<file path="src/shared/guard_pkg.sv">
// Notes on behaviour
// - selection limited to 0-3, 14-17; default 14
// - values 1,3,15,17 reset only when tripped
// - same gating for reset pin and comm
// - accepted reset while running cuts output
// - accepted reset clears thermal and brake duty
// - operator reset key only works when tripped
// - values 2,3,16,17: loss over 1 s trips
// - values 0,1,14,15: loss raises no fault
// - absent since power-on is no fault
// - jog loss without detection decelerates to stop
// - RS-485 on connector disables loss detection
// - values 14-17: stop key works every mode
// - values 0-3: no latch, stop only operator mode
// - latched stop released by stop-cancel from panel or unit
// - power-on or accepted reset pin clears latch
// - values 14-17: stop key in external decelerates, never coasts
// - values 14-17: stop from non-selected source latches stop
// - values 14-17: builtin stop during USB/RS-485 operator mode latches
// - selection writable when group is 0, kept on parameter clear
// - selection writable only when user group is 0
package guard_pkg;
	localparam int unsigned clock_mhz       = 250;
	localparam int unsigned loss_time_ms    = 1000;
	localparam int unsigned loss_cycles     = loss_time_ms * 1000 * clock_mhz;
	localparam logic [4:0]  sel_default     = 5'h0e;
	localparam logic [4:0]  sel_low_max     = 5'h03;
	localparam logic [4:0]  sel_high_min    = 5'h0e;
	localparam logic [4:0]  sel_high_max    = 5'h11;
	localparam logic [4:0]  sel_bit_fault   = 5'h01;
	localparam logic [4:0]  sel_bit_detect  = 5'h02;
	localparam logic [4:0]  sel_high_detect = 5'h10;
	localparam logic [3:0]  addr_selection  = 4'h0;
	localparam logic [3:0]  addr_control    = 4'h1;
	localparam logic [3:0]  addr_status     = 4'h2;
	localparam int unsigned ctl_group_bit   = 0;
	localparam int unsigned ctl_clear_bit   = 1;
	localparam logic [31:0] thermal_zero    = 32'h0000_0000;

	typedef enum logic [1:0] {
		mode_operator,
		mode_external,
		mode_network
	} op_mode_e;

	typedef enum logic [1:0] {
		src_panel,
		src_unit,
		src_usb,
		src_rs485
	} cmd_src_e;

	typedef struct packed {
		logic op_stop_key;
		logic op_reset_key;
		logic op_cancel;
		logic panel_stop_key;
		logic panel_cancel;
	} keys_s;

	typedef struct packed {
		logic output_disable;
		logic decel_stop;
		logic clear_thermal;
		logic clear_brake_duty;
	} drive_cmd_s;

	function automatic logic sel_legal(input logic [4:0] v);
		return (v <= sel_low_max) || ((v >= sel_high_min) && (v <= sel_high_max));
	endfunction
endpackage

</file>
<file path="src/hw/misoperation_guard.sv">
`timescale 1ns/1ps
module misoperation_guard
	import guard_pkg::*;
#(
	parameter int unsigned loss_limit = loss_cycles
) (
	// clock and reset
	input  wire logic        clock,
	input  wire logic        rst,
	// avalon-mm slave
	input  wire logic [3:0]  address,
	input  wire logic        read,
	input  wire logic        write,
	input  wire logic [31:0] writedata,
	output logic      [31:0] readdata,
	output logic             waitrequest,
	// pins from outside
	input  wire logic        hardware_reset_input,
	input  wire logic        unit_present,
	input  wire logic        forward_start_input,
	input  wire logic        reverse_start_input,
	// drive state, same clock
	input  wire logic        comm_reset_req,
	input  wire logic        running,
	input  wire logic        tripped_other,
	input  wire logic        jog_active,
	input  wire logic        rs485_on_connector,
	input  wire op_mode_e    op_mode,
	input  wire cmd_src_e    operator_command_source_select,
	input  wire keys_s       keys,
	input  wire keys_s       key_from_unit,
	// outputs
	output logic             operator_loss_fault,
	output logic             latched_operator_stop,
	output logic             tripped,
	output drive_cmd_s       drive_cmd
);
	logic [2:0] rsync_ff;
	logic [1:0] psync_ff;
	logic [4:0] guard_selection_ff, nxt_guard_selection;
	logic       group_zero_ff, nxt_group_zero;
	logic       seen_ff, nxt_seen;
	logic [31:0] loss_cnt_ff, nxt_loss_cnt;
	logic       fault_ff, nxt_fault;
	logic       latch_ff, nxt_latch;
	logic       ack_ff, nxt_ack;
	logic [31:0] rdata_ff, nxt_rdata;
	drive_cmd_s cmd_ff, nxt_cmd;
	logic       pin_rise, present, reset_ok, reset_pin_acc, reset_any, detect, stop_hit, latch_hit;
	logic       bus_req;

	always_ff @(posedge clock or posedge rst) begin
		if (rst) begin
			rsync_ff <= '0;
			psync_ff <= '0;
		end else begin
			rsync_ff <= {rsync_ff[1:0], hardware_reset_input};
			psync_ff <= {psync_ff[0], unit_present};
		end
	end
	assign pin_rise = rsync_ff[1] & ~rsync_ff[2];
	assign present  = psync_ff[1];

	assign tripped   = fault_ff | tripped_other;
	assign reset_ok  = ~(guard_selection_ff[0] & sel_bit_fault[0]) | tripped;
	assign reset_pin_acc = pin_rise & reset_ok;
	assign reset_any = (pin_rise | comm_reset_req) & reset_ok | (key_from_unit.op_reset_key & tripped);
	assign detect    = ((guard_selection_ff <= sel_low_max) ? ((guard_selection_ff & sel_bit_detect) != '0) :
		(guard_selection_ff >= sel_high_detect)) & ~rs485_on_connector;

	// stop key handling
	always_comb begin
		stop_hit  = 1'b0;
		latch_hit = 1'b0;
		if (guard_selection_ff >= sel_high_min) begin
			stop_hit  = keys.op_stop_key | keys.panel_stop_key;
			latch_hit = stop_hit & ((op_mode != mode_operator) ||
				(keys.panel_stop_key && operator_command_source_select != src_panel) ||
				(keys.op_stop_key && operator_command_source_select != src_unit));
		end else begin
			stop_hit = (keys.op_stop_key | keys.panel_stop_key) & (op_mode == mode_operator);
		end
	end

	always_comb begin
		nxt_seen     = seen_ff | present;
		nxt_loss_cnt = loss_cnt_ff;
		nxt_fault    = fault_ff;
		if (present || !seen_ff || !detect)
			nxt_loss_cnt = '0;
		else if (loss_cnt_ff < loss_limit)
			nxt_loss_cnt = loss_cnt_ff + 32'h1;
		if (reset_any)
			nxt_fault = 1'b0;
		if (detect && loss_cnt_ff >= loss_limit)
			nxt_fault = 1'b1;
		nxt_latch = latch_ff;
		if (key_from_unit.op_cancel || keys.panel_cancel || reset_pin_acc)
			nxt_latch = 1'b0;
		if (guard_selection_ff <= sel_low_max)
			nxt_latch = 1'b0;
		if (latch_hit)
			nxt_latch = 1'b1;
		nxt_cmd.output_disable   = reset_any & running;
		nxt_cmd.clear_thermal    = reset_any;
		nxt_cmd.clear_brake_duty = reset_any;
		nxt_cmd.decel_stop       = stop_hit | (jog_active & ~present & seen_ff & ~detect) |
			(latch_ff & (forward_start_input | reverse_start_input));
	end

	assign bus_req = read | write;
	always_comb begin
		nxt_guard_selection = guard_selection_ff;
		nxt_group_zero      = group_zero_ff;
		nxt_ack             = bus_req & ~ack_ff;
		nxt_rdata           = rdata_ff;
		if (bus_req && !ack_ff) begin
			if (write) begin
				unique case (address)
					addr_selection: if (group_zero_ff && sel_legal(writedata[4:0]))
						nxt_guard_selection = writedata[4:0];
					addr_control: begin
						nxt_group_zero = writedata[ctl_group_bit];
						if (writedata[ctl_clear_bit])
							nxt_guard_selection = guard_selection_ff;
					end
					default: nxt_group_zero = group_zero_ff;
				endcase
				nxt_rdata = thermal_zero;
			end else begin
				unique case (address)
					addr_selection: nxt_rdata = {27'h0, guard_selection_ff};
					addr_control:   nxt_rdata = {30'h0, 1'b0, group_zero_ff};
					addr_status:    nxt_rdata = {27'h0, present, tripped, latch_ff, fault_ff, seen_ff};
					default:        nxt_rdata = thermal_zero;
				endcase
			end
		end
	end

	always_ff @(posedge clock or posedge rst) begin
		if (rst) begin
			guard_selection_ff <= sel_default;
			group_zero_ff      <= 1'b1;
			seen_ff            <= 1'b0;
			loss_cnt_ff        <= '0;
			fault_ff           <= 1'b0;
			latch_ff           <= 1'b0;
			ack_ff             <= 1'b0;
			rdata_ff           <= '0;
			cmd_ff             <= '0;
		end else begin
			guard_selection_ff <= nxt_guard_selection;
			group_zero_ff      <= nxt_group_zero;
			seen_ff            <= nxt_seen;
			loss_cnt_ff        <= nxt_loss_cnt;
			fault_ff           <= nxt_fault;
			latch_ff           <= nxt_latch;
			ack_ff             <= nxt_ack;
			rdata_ff           <= nxt_rdata;
			cmd_ff             <= nxt_cmd;
		end
	end

	assign waitrequest           = bus_req & ~ack_ff;
	assign readdata              = rdata_ff;
	assign operator_loss_fault   = fault_ff;
	assign latched_operator_stop = latch_ff;
	assign drive_cmd             = cmd_ff;

	property p_sel_legal;
		@(posedge clock) disable iff (rst) sel_legal(guard_selection_ff);
	endproperty
	a_sel_legal: assert property (p_sel_legal) else $error("selection illegal");

	property p_gated_reset;
		@(posedge clock) disable iff (rst)
			(comm_reset_req && guard_selection_ff[0] && !tripped && !pin_rise && !key_from_unit.op_reset_key)
			|=> !drive_cmd.clear_thermal;
	endproperty
	a_gated_reset: assert property (p_gated_reset) else $error("reset accepted outside trip");

	property p_coast;
		@(posedge clock) disable iff (rst) (reset_any && running) |=> drive_cmd.output_disable;
	endproperty
	a_coast: assert property (p_coast) else $error("no output cut on reset");

	property p_clear;
		@(posedge clock) disable iff (rst) reset_any |=> (drive_cmd.clear_thermal && drive_cmd.clear_brake_duty);
	endproperty
	a_clear: assert property (p_clear) else $error("accumulators not cleared");

	property p_no_fault;
		@(posedge clock) disable iff (rst) !detect |=> !$rose(operator_loss_fault);
	endproperty
	a_no_fault: assert property (p_no_fault) else $error("loss fault while detection off");

	property p_trip;
		@(posedge clock) disable iff (rst) (detect && loss_cnt_ff >= loss_limit) |=> operator_loss_fault;
	endproperty
	a_trip: assert property (p_trip) else $error("loss did not trip");

	property p_timer;
		@(posedge clock) disable iff (rst) present |=> loss_cnt_ff == '0;
	endproperty
	a_timer: assert property (p_timer) else $error("timer not restarted");

	property p_no_latch_low;
		@(posedge clock) disable iff (rst) (guard_selection_ff <= sel_low_max) |=> !latched_operator_stop;
	endproperty
	a_no_latch_low: assert property (p_no_latch_low) else $error("latch in low selections");

	property p_latch_set;
		@(posedge clock) disable iff (rst) latch_hit |=> latched_operator_stop;
	endproperty
	a_latch_set: assert property (p_latch_set) else $error("stop not latched");

	property p_pin_gate;
		@(posedge clock) disable iff (rst) (pin_rise && guard_selection_ff[0] && !tripped && !comm_reset_req &&
			!key_from_unit.op_reset_key) |=> !drive_cmd.clear_thermal;
	endproperty
	a_pin_gate: assert property (p_pin_gate) else $error("pin reset accepted outside trip");

	property p_pin_accept;
		@(posedge clock) disable iff (rst) reset_pin_acc |=> drive_cmd.clear_brake_duty;
	endproperty
	a_pin_accept: assert property (p_pin_accept) else $error("pin reset not applied");

	property p_key_gate;
		@(posedge clock) disable iff (rst) (key_from_unit.op_reset_key && !tripped && !pin_rise && !comm_reset_req)
			|=> !drive_cmd.clear_thermal;
	endproperty
	a_key_gate: assert property (p_key_gate) else $error("reset key accepted outside trip");

	property p_key_accept;
		@(posedge clock) disable iff (rst) (key_from_unit.op_reset_key && tripped) |=> drive_cmd.clear_thermal;
	endproperty
	a_key_accept: assert property (p_key_accept) else $error("reset key ignored in trip");

	property p_open_reset;
		@(posedge clock) disable iff (rst) (comm_reset_req && !guard_selection_ff[0]) |=> drive_cmd.clear_thermal;
	endproperty
	a_open_reset: assert property (p_open_reset) else $error("reset refused while open");

	property p_no_coast_idle;
		@(posedge clock) disable iff (rst) (reset_any && !running) |=> !drive_cmd.output_disable;
	endproperty
	a_no_coast_idle: assert property (p_no_coast_idle) else $error("output cut while stopped");

	property p_no_clear;
		@(posedge clock) disable iff (rst) !reset_any |=> !drive_cmd.clear_thermal;
	endproperty
	a_no_clear: assert property (p_no_clear) else $error("accumulators cleared without reset");

	property p_absent_start;
		@(posedge clock) disable iff (rst) !seen_ff |=> !operator_loss_fault;
	endproperty
	a_absent_start: assert property (p_absent_start) else $error("fault before unit seen");

	property p_seen_sticky;
		@(posedge clock) disable iff (rst) seen_ff |=> seen_ff;
	endproperty
	a_seen_sticky: assert property (p_seen_sticky) else $error("seen flag lost");

	property p_rs485;
		@(posedge clock) disable iff (rst) rs485_on_connector |-> !detect;
	endproperty
	a_rs485: assert property (p_rs485) else $error("detection on with connector link");

	property p_detect_high;
		@(posedge clock) disable iff (rst) (guard_selection_ff >= sel_high_detect && !rs485_on_connector) |-> detect;
	endproperty
	a_detect_high: assert property (p_detect_high) else $error("detection off in trip selection");

	property p_detect_off;
		@(posedge clock) disable iff (rst) (guard_selection_ff == sel_high_min) |-> !detect;
	endproperty
	a_detect_off: assert property (p_detect_off) else $error("detection on in default selection");

	property p_count_up;
		@(posedge clock) disable iff (rst) (detect && seen_ff && !present && loss_cnt_ff < loss_limit)
			|=> loss_cnt_ff == $past(loss_cnt_ff) + 32'h1;
	endproperty
	a_count_up: assert property (p_count_up) else $error("loss timer not counting");

	property p_count_cap;
		@(posedge clock) disable iff (rst) loss_cnt_ff <= loss_limit;
	endproperty
	a_count_cap: assert property (p_count_cap) else $error("loss timer past limit");

	property p_fault_hold;
		@(posedge clock) disable iff (rst) (operator_loss_fault && !reset_any) |=> operator_loss_fault;
	endproperty
	a_fault_hold: assert property (p_fault_hold) else $error("loss fault dropped");

	property p_fault_clear;
		@(posedge clock) disable iff (rst) (reset_any && !(detect && loss_cnt_ff >= loss_limit))
			|=> !operator_loss_fault;
	endproperty
	a_fault_clear: assert property (p_fault_clear) else $error("loss fault kept after reset");

	property p_trip_out;
		@(posedge clock) disable iff (rst) operator_loss_fault |-> tripped;
	endproperty
	a_trip_out: assert property (p_trip_out) else $error("loss fault not tripping");

	property p_jog_decel;
		@(posedge clock) disable iff (rst) (jog_active && !present && seen_ff && !detect) |=> drive_cmd.decel_stop;
	endproperty
	a_jog_decel: assert property (p_jog_decel) else $error("jog loss without stop");

	property p_stop_high;
		@(posedge clock) disable iff (rst) (guard_selection_ff >= sel_high_min && keys.op_stop_key)
			|=> drive_cmd.decel_stop;
	endproperty
	a_stop_high: assert property (p_stop_high) else $error("stop key ignored");

	property p_ext_latch;
		@(posedge clock) disable iff (rst) (guard_selection_ff >= sel_high_min && keys.panel_stop_key &&
			op_mode == mode_external) |=> (latched_operator_stop && drive_cmd.decel_stop);
	endproperty
	a_ext_latch: assert property (p_ext_latch) else $error("external stop not decelerated");

	property p_stop_low;
		@(posedge clock) disable iff (rst) (guard_selection_ff <= sel_low_max && op_mode != mode_operator &&
			!jog_active && !latched_operator_stop) |=> !drive_cmd.decel_stop;
	endproperty
	a_stop_low: assert property (p_stop_low) else $error("stop outside operator mode");

	property p_cancel;
		@(posedge clock) disable iff (rst) (key_from_unit.op_cancel && !latch_hit) |=> !latched_operator_stop;
	endproperty
	a_cancel: assert property (p_cancel) else $error("unit cancel ignored");

	property p_panel_cancel;
		@(posedge clock) disable iff (rst) (keys.panel_cancel && !latch_hit) |=> !latched_operator_stop;
	endproperty
	a_panel_cancel: assert property (p_panel_cancel) else $error("panel cancel ignored");

	property p_pin_clear;
		@(posedge clock) disable iff (rst) (reset_pin_acc && !latch_hit) |=> !latched_operator_stop;
	endproperty
	a_pin_clear: assert property (p_pin_clear) else $error("pin reset kept latch");

	property p_latch_hold;
		@(posedge clock) disable iff (rst) (latched_operator_stop && !key_from_unit.op_cancel && !keys.panel_cancel &&
			!reset_pin_acc && guard_selection_ff >= sel_high_min) |=> latched_operator_stop;
	endproperty
	a_latch_hold: assert property (p_latch_hold) else $error("latch released without cancel");

	property p_restart_block;
		@(posedge clock) disable iff (rst) (latched_operator_stop && forward_start_input) |=> drive_cmd.decel_stop;
	endproperty
	a_restart_block: assert property (p_restart_block) else $error("restart while latched");

	property p_usb_panel;
		@(posedge clock) disable iff (rst) (guard_selection_ff >= sel_high_min && op_mode == mode_operator &&
			keys.panel_stop_key && operator_command_source_select inside {src_usb, src_rs485})
			|=> latched_operator_stop;
	endproperty
	a_usb_panel: assert property (p_usb_panel) else $error("panel stop not latched");

	property p_selected_src;
		@(posedge clock) disable iff (rst) (guard_selection_ff >= sel_high_min && op_mode == mode_operator &&
			keys.panel_stop_key && !keys.op_stop_key && operator_command_source_select == src_panel &&
			!latched_operator_stop) |=> !latched_operator_stop;
	endproperty
	a_selected_src: assert property (p_selected_src) else $error("selected source latched");

	property p_group_block;
		@(posedge clock) disable iff (rst) (write && !ack_ff && address == addr_selection && !group_zero_ff)
			|=> $stable(guard_selection_ff);
	endproperty
	a_group_block: assert property (p_group_block) else $error("selection written while locked");

	property p_illegal_block;
		@(posedge clock) disable iff (rst) (write && !ack_ff && address == addr_selection &&
			!sel_legal(writedata[4:0])) |=> $stable(guard_selection_ff);
	endproperty
	a_illegal_block: assert property (p_illegal_block) else $error("illegal selection taken");

	property p_clear_keep;
		@(posedge clock) disable iff (rst) (write && !ack_ff && address == addr_control)
			|=> $stable(guard_selection_ff);
	endproperty
	a_clear_keep: assert property (p_clear_keep) else $error("selection changed by clear");
endmodule

</file>
<file path="config.mk">
export PLATFORM = sky130hd
export DESIGN_NAME = misoperation_guard
export DESIGN_NICKNAME = d
export VERILOG_FILES = /design/src/shared/guard_pkg.sv /design/src/hw/misoperation_guard.sv
export SDC_FILE = /design/constraint.sdc
export NUM_CORES = 1
export LEC_CHECK = 0
export BUFFER_PORTS_ARGS = -buffer_cell sky130_fd_sc_hd__buf_2
export CAP_MARGIN = 20
export CELL_PAD_IN_SITES_DETAIL_PLACEMENT = 0
export CELL_PAD_IN_SITES_GLOBAL_PLACEMENT = 2
export CORE_ASPECT_RATIO = 1.25
export CORE_MARGIN = 5
export CORE_UTILIZATION = 30
export CTS_BUF_LIST = sky130_fd_sc_hd__clkbuf_4 sky130_fd_sc_hd__clkbuf_8
export DETAILED_ROUTE_END_ITERATION = 7
export GPL_TIMING_DRIVEN = 0
export PLACE_DENSITY = 0.85
export RECOVER_POWER = 100
export SYNTH_ARGS = -nofsm -noshare
export SYNTH_HDL_FRONTEND = slang
export SYNTH_SLANG_ARGS = --single-unit
</file>
<file path="constraint.sdc">
create_clock -name clock -period 2.04 [get_ports clock]
set_input_delay 0.204 -clock clock [delete_from_list [all_inputs] [get_ports clock]]
set_output_delay 0.204 -clock clock [all_outputs]
set_load 0.005 [all_outputs]
</file>
Word-level counts from Yosys, hierarchy flattened. Cells that the tools add are included.

Bits in registers: 82. Output and inout bits: 40.

Add/sub/neg operators: 1. Magnitude comparators: 8. Equality and inequality tests: 3. Multiplexer cells: 12. Bitwise logic cells: 29. Reductions and logical operators: 25.

Operator list (number): two-way mux 32 bit (2); adder 32 x 1 -> 32 bit, second input constant (1); >= comparator 32 x 28 -> 1 bit, second input constant (1); < comparator 32 x 28 -> 1 bit, second input constant (1); one-hot mux 5 bit (3 select lines) (1); AND 1 bit (13); >= comparator 5 x 4 -> 1 bit, second input constant (2); less-or-equal comparator 5 x 2 -> 1 bit, second input constant (2); bitwise OR 1 bit (10); two-way mux 1 bit (8); nonzero test 2 bit (4); logical OR 1 bit (7); logical AND 1 bit (6); inverter 1 bit (6); >= comparator 5 bit, second input constant (1); less-or-equal comparator 5 bit, second input constant (1); two-way mux 5 bit (1); equality test 4 x 1 -> 1 bit, second input constant (1); equality test 4 x 2 -> 1 bit, second input constant (1); logical NOT 4 bit (1); AND reduction 4 bit (1); logical NOT 1 bit (3); AND reduction 3 bit (1); nonzero test 3 bit (1); other kinds (2) (2).

Longest topological paths before layout.
Word-level depth: 7. Gate-level depth with buffers: 8.

Worst setup path before layout. No wires, ideal clock.

Path kind: register -> register. Start point: register loss_cnt_ff[28]. End point: register loss_cnt_ff[17]. Library setup time: 0.078 ns. Arrival: 1.735 ns. Required time: 1.962 ns. Slack: 0.227 ns. Cell stages (with the launch flop): 7. Period minus slack after synthesis: 1.813 ns. Path through: dfrtp_1 > nor4_4 > nand3_1 > o21a_1 > buf_6 > or4_1 > a21oi_1.

Word-level cells in the longest chain between the ends: 2.

Ends and longest elaborated chain: start: declaration (RTL line misoperation_guard.sv:43) `logic [31:0] loss_cnt_ff, nxt_loss_cnt;`; start signal: assignment (RTL line misoperation_guard.sv:156) `loss_cnt_ff <= nxt_loss_cnt;`; < comparator 32 x 28 -> 1 bit (RTL line misoperation_guard.sv:91) `else if (loss_cnt_ff < loss_limit)`; nonzero test 2 bit (no line).

No other way between the ends. A chain may end at the register's enable or synchronous reset.

Worst setup path in the final report.
Start point: register loss_cnt_ff[31]. End point: register loss_cnt_ff[24].

Same word-level chain as after synthesis.

==> metrics.md <==
| Metric | Value |
|---|---|
| Worst path max stage delay | 0.48 ns |
| Final worst-path cycle share | 99.3% |
| Layout Skew | 0.00652 ns |
| Max Fclk | 494 MHz |
| Initial Utilization | 30.6% |
| Sw frac | 24.2% |
| Vias/cell | 4.79 |
| Fin nets | 456 |
| WHS | 0.107 ns |
| Synth Area in Compound Gates | 15.3% |
| Reg clk slew, reported paths | 0.10 ns |
| Max-slew violations | 0 |
| IO Pins | 103 |
| First-pass GRT wire length | 11.8 mm |
| Total global routing overflow | 0 |
| Async set or reset register ratio after synthesis | 100% |
| Cell Chain, Critical Path | nor4_4, nand3_2, o21a_4, buf_6, or4_1, a21oi_1 |
| Leakage | 1.62 nW |
| Max rail drop VDD | 0.265 mV |
| Worst Reg-to-Reg Cells | 6 |
| Num CTS Buffers | 5 |
| Final number of setup-violating endpoints | 0 |
| Worst-margin pin slew | 0.886 ns |
| Cell taking the most area after synthesis | dfrtp_1 |
| Routed Antenna Nets | 0 |
| Share of cells above drive strength 1 | 33.4% |
| DP HPWL | 5.34 mm |
| Req. time, crit path | 2.28 ns |
| Post-synth EDFFs | 0 |
| Routed wire per std cell | 13.9 um |
| Total iterations of the first detailed-routing run | 4 |
| Max Buffers Root-to-Sink | 2 |
| Worst hold path type | in -> reg |
| Setup crit end kind | register |
| Top cells by area, synth | dfrtp_1 (43%), buf_4 (7.4%), o21ai_0 (4.6%) |
| Part of the power in registers | 57.6% |
| Status | finished, final reports clean |
| Ys Warns | 0 |
| Commonest cells after routing, fill and taps aside | dfrtp_1 (49), buf_4 (35), buf_2 (30) |
| Sink Count | 55 |
| Combinational power share | 9.5% |
| Maximum fanout along the worst path | 5 |
| Dominant synthesized flop cell | dfrtp_1 |
| Xor and xnor fraction of the mapped netlist area | 0.596% |
| Number of H-tree levels | 2 |
| Power Total | 1.96 mW |
| Ant. Diodes | 0 |
| Main combinational cell family by area after synthesis | simple AND/OR/NAND/NOR gates |
| Clk_lat worst skew | 0.31 ns |
| Max cap viols | 0 |
| Unique masters post-synth | 49 |
| Slew headroom | 40.9% |
| Vias in the first global route | 2366 |
| Post-synth top area share | 43.4% |
| Tmin final | 2.03 ns |
| Initial antenna violation count | 0 |
| Die area | 11900 um^2 |
| Final Wtd Congestion | 0.770 |
| Post-synthesis mux area share | 3.66% |
| Worst path slowest cell | or4_1 |
| Critical path type | reg -> reg |
| Setup tns final | 0 ns |
| Yosys reg bits | 55 |
| Vias | 2479 |
| Psw | 473 uW |
| Simple logic cell fraction of the synthesized area | 22.5% |
| Drt total wl | 7.21 mm |
| Post-synthesis adder-cell area fraction | 0.851% |
| GRT Total Usage | 12.0% |
| IO buf count | 42 |
| Final hold viol count | 0 |
| DIE WIDTH | 98.5 um |
| Die height | 121 um |
| Area of the core | 9610 um^2 |
| Pwr dens | 515 nW/um^2 |
| Synth Area per Inst | 9.54 um^2 |
| Mapped cell area | 2940 um^2 |
| RSZ-0062 raised after global routing | true |
| Internal power | 1.48 mW |
| Row count | 40 |
| Fill cells | 1005 |
| Critical Path AT | 2.26 ns |
| Area delta synth->final | 29.3% |
| Gate Count Post-Synth | 308 |
| CP startpoint kind | register |
| Remaining DRCs | 0 |
| DRT iter0 DRCs | 85 |
| Final core utilization | 39.5% |
| Cell depth of the worst hold path | 2 |
| Sequential cell area fraction in the yosys report | 47.0% |
| Commonest non-fill, non-tap cell in the layout | dfrtp_1 |
| Largest net degree at the start of global routing | 35 |
| Root buffer cell | clkbuf_8 |
| TritonCTS clock tree | done |
| Clock power frac | 32.9% |
| Worst reg2reg setup slack | 0.01 ns |
Yosys cell counts, types with 3 or more instances:
library cell,number
nor4_1,3
or4_1,9
clkbuf_1,6
and2_1,6
and3_1,3
dfrtp_1,51
nor2b_1,6
o21ai_0,27
mux2i_1,4
nand3_1,19
inv_1,8
or3_1,14
dfstp_2,4
nor3_1,4
nand4_1,5
nor2_1,10
a31oi_1,3
nand2_1,22
mux2_2,6
a21oi_1,25
o31ai_1,9
buf_4,29
state kept, by name, summed over array words and instances (netlist names):
| name | cells |
|---|---|
| ack_ff | 1 |
| readdata | 5 |
| latched_operator_stop | 1 |
| drive_cmd | 3 |
| seen_ff | 1 |
| loss_cnt_ff | 32 |
| psync_ff | 2 |
| guard_selection_ff | 5 |
| operator_loss_fault | 1 |
| group_zero_ff | 1 |
| rsync_ff | 3 |
per-layer routing:
metal	GRT usage, %	part of all wire [%]	vias to the layer above	wire length, um
met5	0	0	-	0
met4	3.67	1.7	0	120
met3	2.65	5.4	8	388
met2	21.9	51	55	3690
met1	13.8	42	1183	3010
li1	-	-	1233	-
power by group through the flow:
stage                     Clock, mW  Sequential (mW)  Combinational [mW]
final                         0.644             1.13               0.185
after floorplan                   0             1.15               0.117
after detailed placement          0             1.15               0.186
after global placement            0             1.15               0.180
after CTS                     0.668             1.13               0.192
after global routing          0.719             1.13               0.211
per-stage QoR:
stage	area, um^2	instances	setup WS (ns)
finish	3800	518	0.0142
detailed placement	3420	503	-0.295
global placement	3400	502	-0.272
global route	3800	518	-0.0659
floorplan	3040	334	0.227
CTS	3570	512	0.000510
worst max-delay path: cells and delay by family, from the launching register on:
family	cells	cell delay [ns]
AO/OA/AOI/OAI	2	0.40
buffers and inverters	1	0.13
flip-flops	1	0.43
AND/OR/NAND/NOR	3	0.99
cell type report:
cell class / instances / area (um^2) / area share, %
well taps: 126 / 158 / 4.15
multi-input cells: 233 / 1580 / 41.5
plain buffers: 36 / 273 / 7.18
repair buffers: 52 / 282 / 7.41
inverters: 8 / 30.0 / 0.790
clock buffers: 6 / 82.6 / 2.17
clock inverters: 2 / 16.3 / 0.428
flip-flops and latches: 55 / 1380 / 36.4
path summary, 6_finish.rpt:
| kind | start | end |
|---|---|---|
| min in group asynchronous | rst | rsync_ff[0] |
| setup reg to reg | loss_cnt_ff[31] | loss_cnt_ff[24] |
| max in group asynchronous | rst | guard_selection_ff[3] |
| hold reg to reg | psync_ff[0] | psync_ff[1] |
| hold / removal | running | drive_cmd[3] |
| setup / recovery | loss_cnt_ff[31] | loss_cnt_ff[24] |
what timing repair did:
action | 4_1_cts | 5_1_grt
resized for setup | 7 | 60
endpoints found under the hold margin | 23 | 0
hold buffers | 3 | 0
pin swaps | 0 | 23
endpoints found under the setup margin | 27 | 27
cloned | 0 | 1
buffers inserted | 0 | 5
logic make-up (layout without fill, tap and decap cells):
group | after synthesis | in the layout
AO/OA/AOI/OAI | 77 | 77
AND/OR/NAND/NOR | 115 | 115
other | 1 | 27
buffers and inverters | 46 | 104
multiplexers | 10 | 10
adder cells (fa/ha/maj) | 2 | 2
XOR/XNOR | 2 | 2
flip-flops | 55 | 55
No activity file was read; power rests on OpenSTA's default activity.
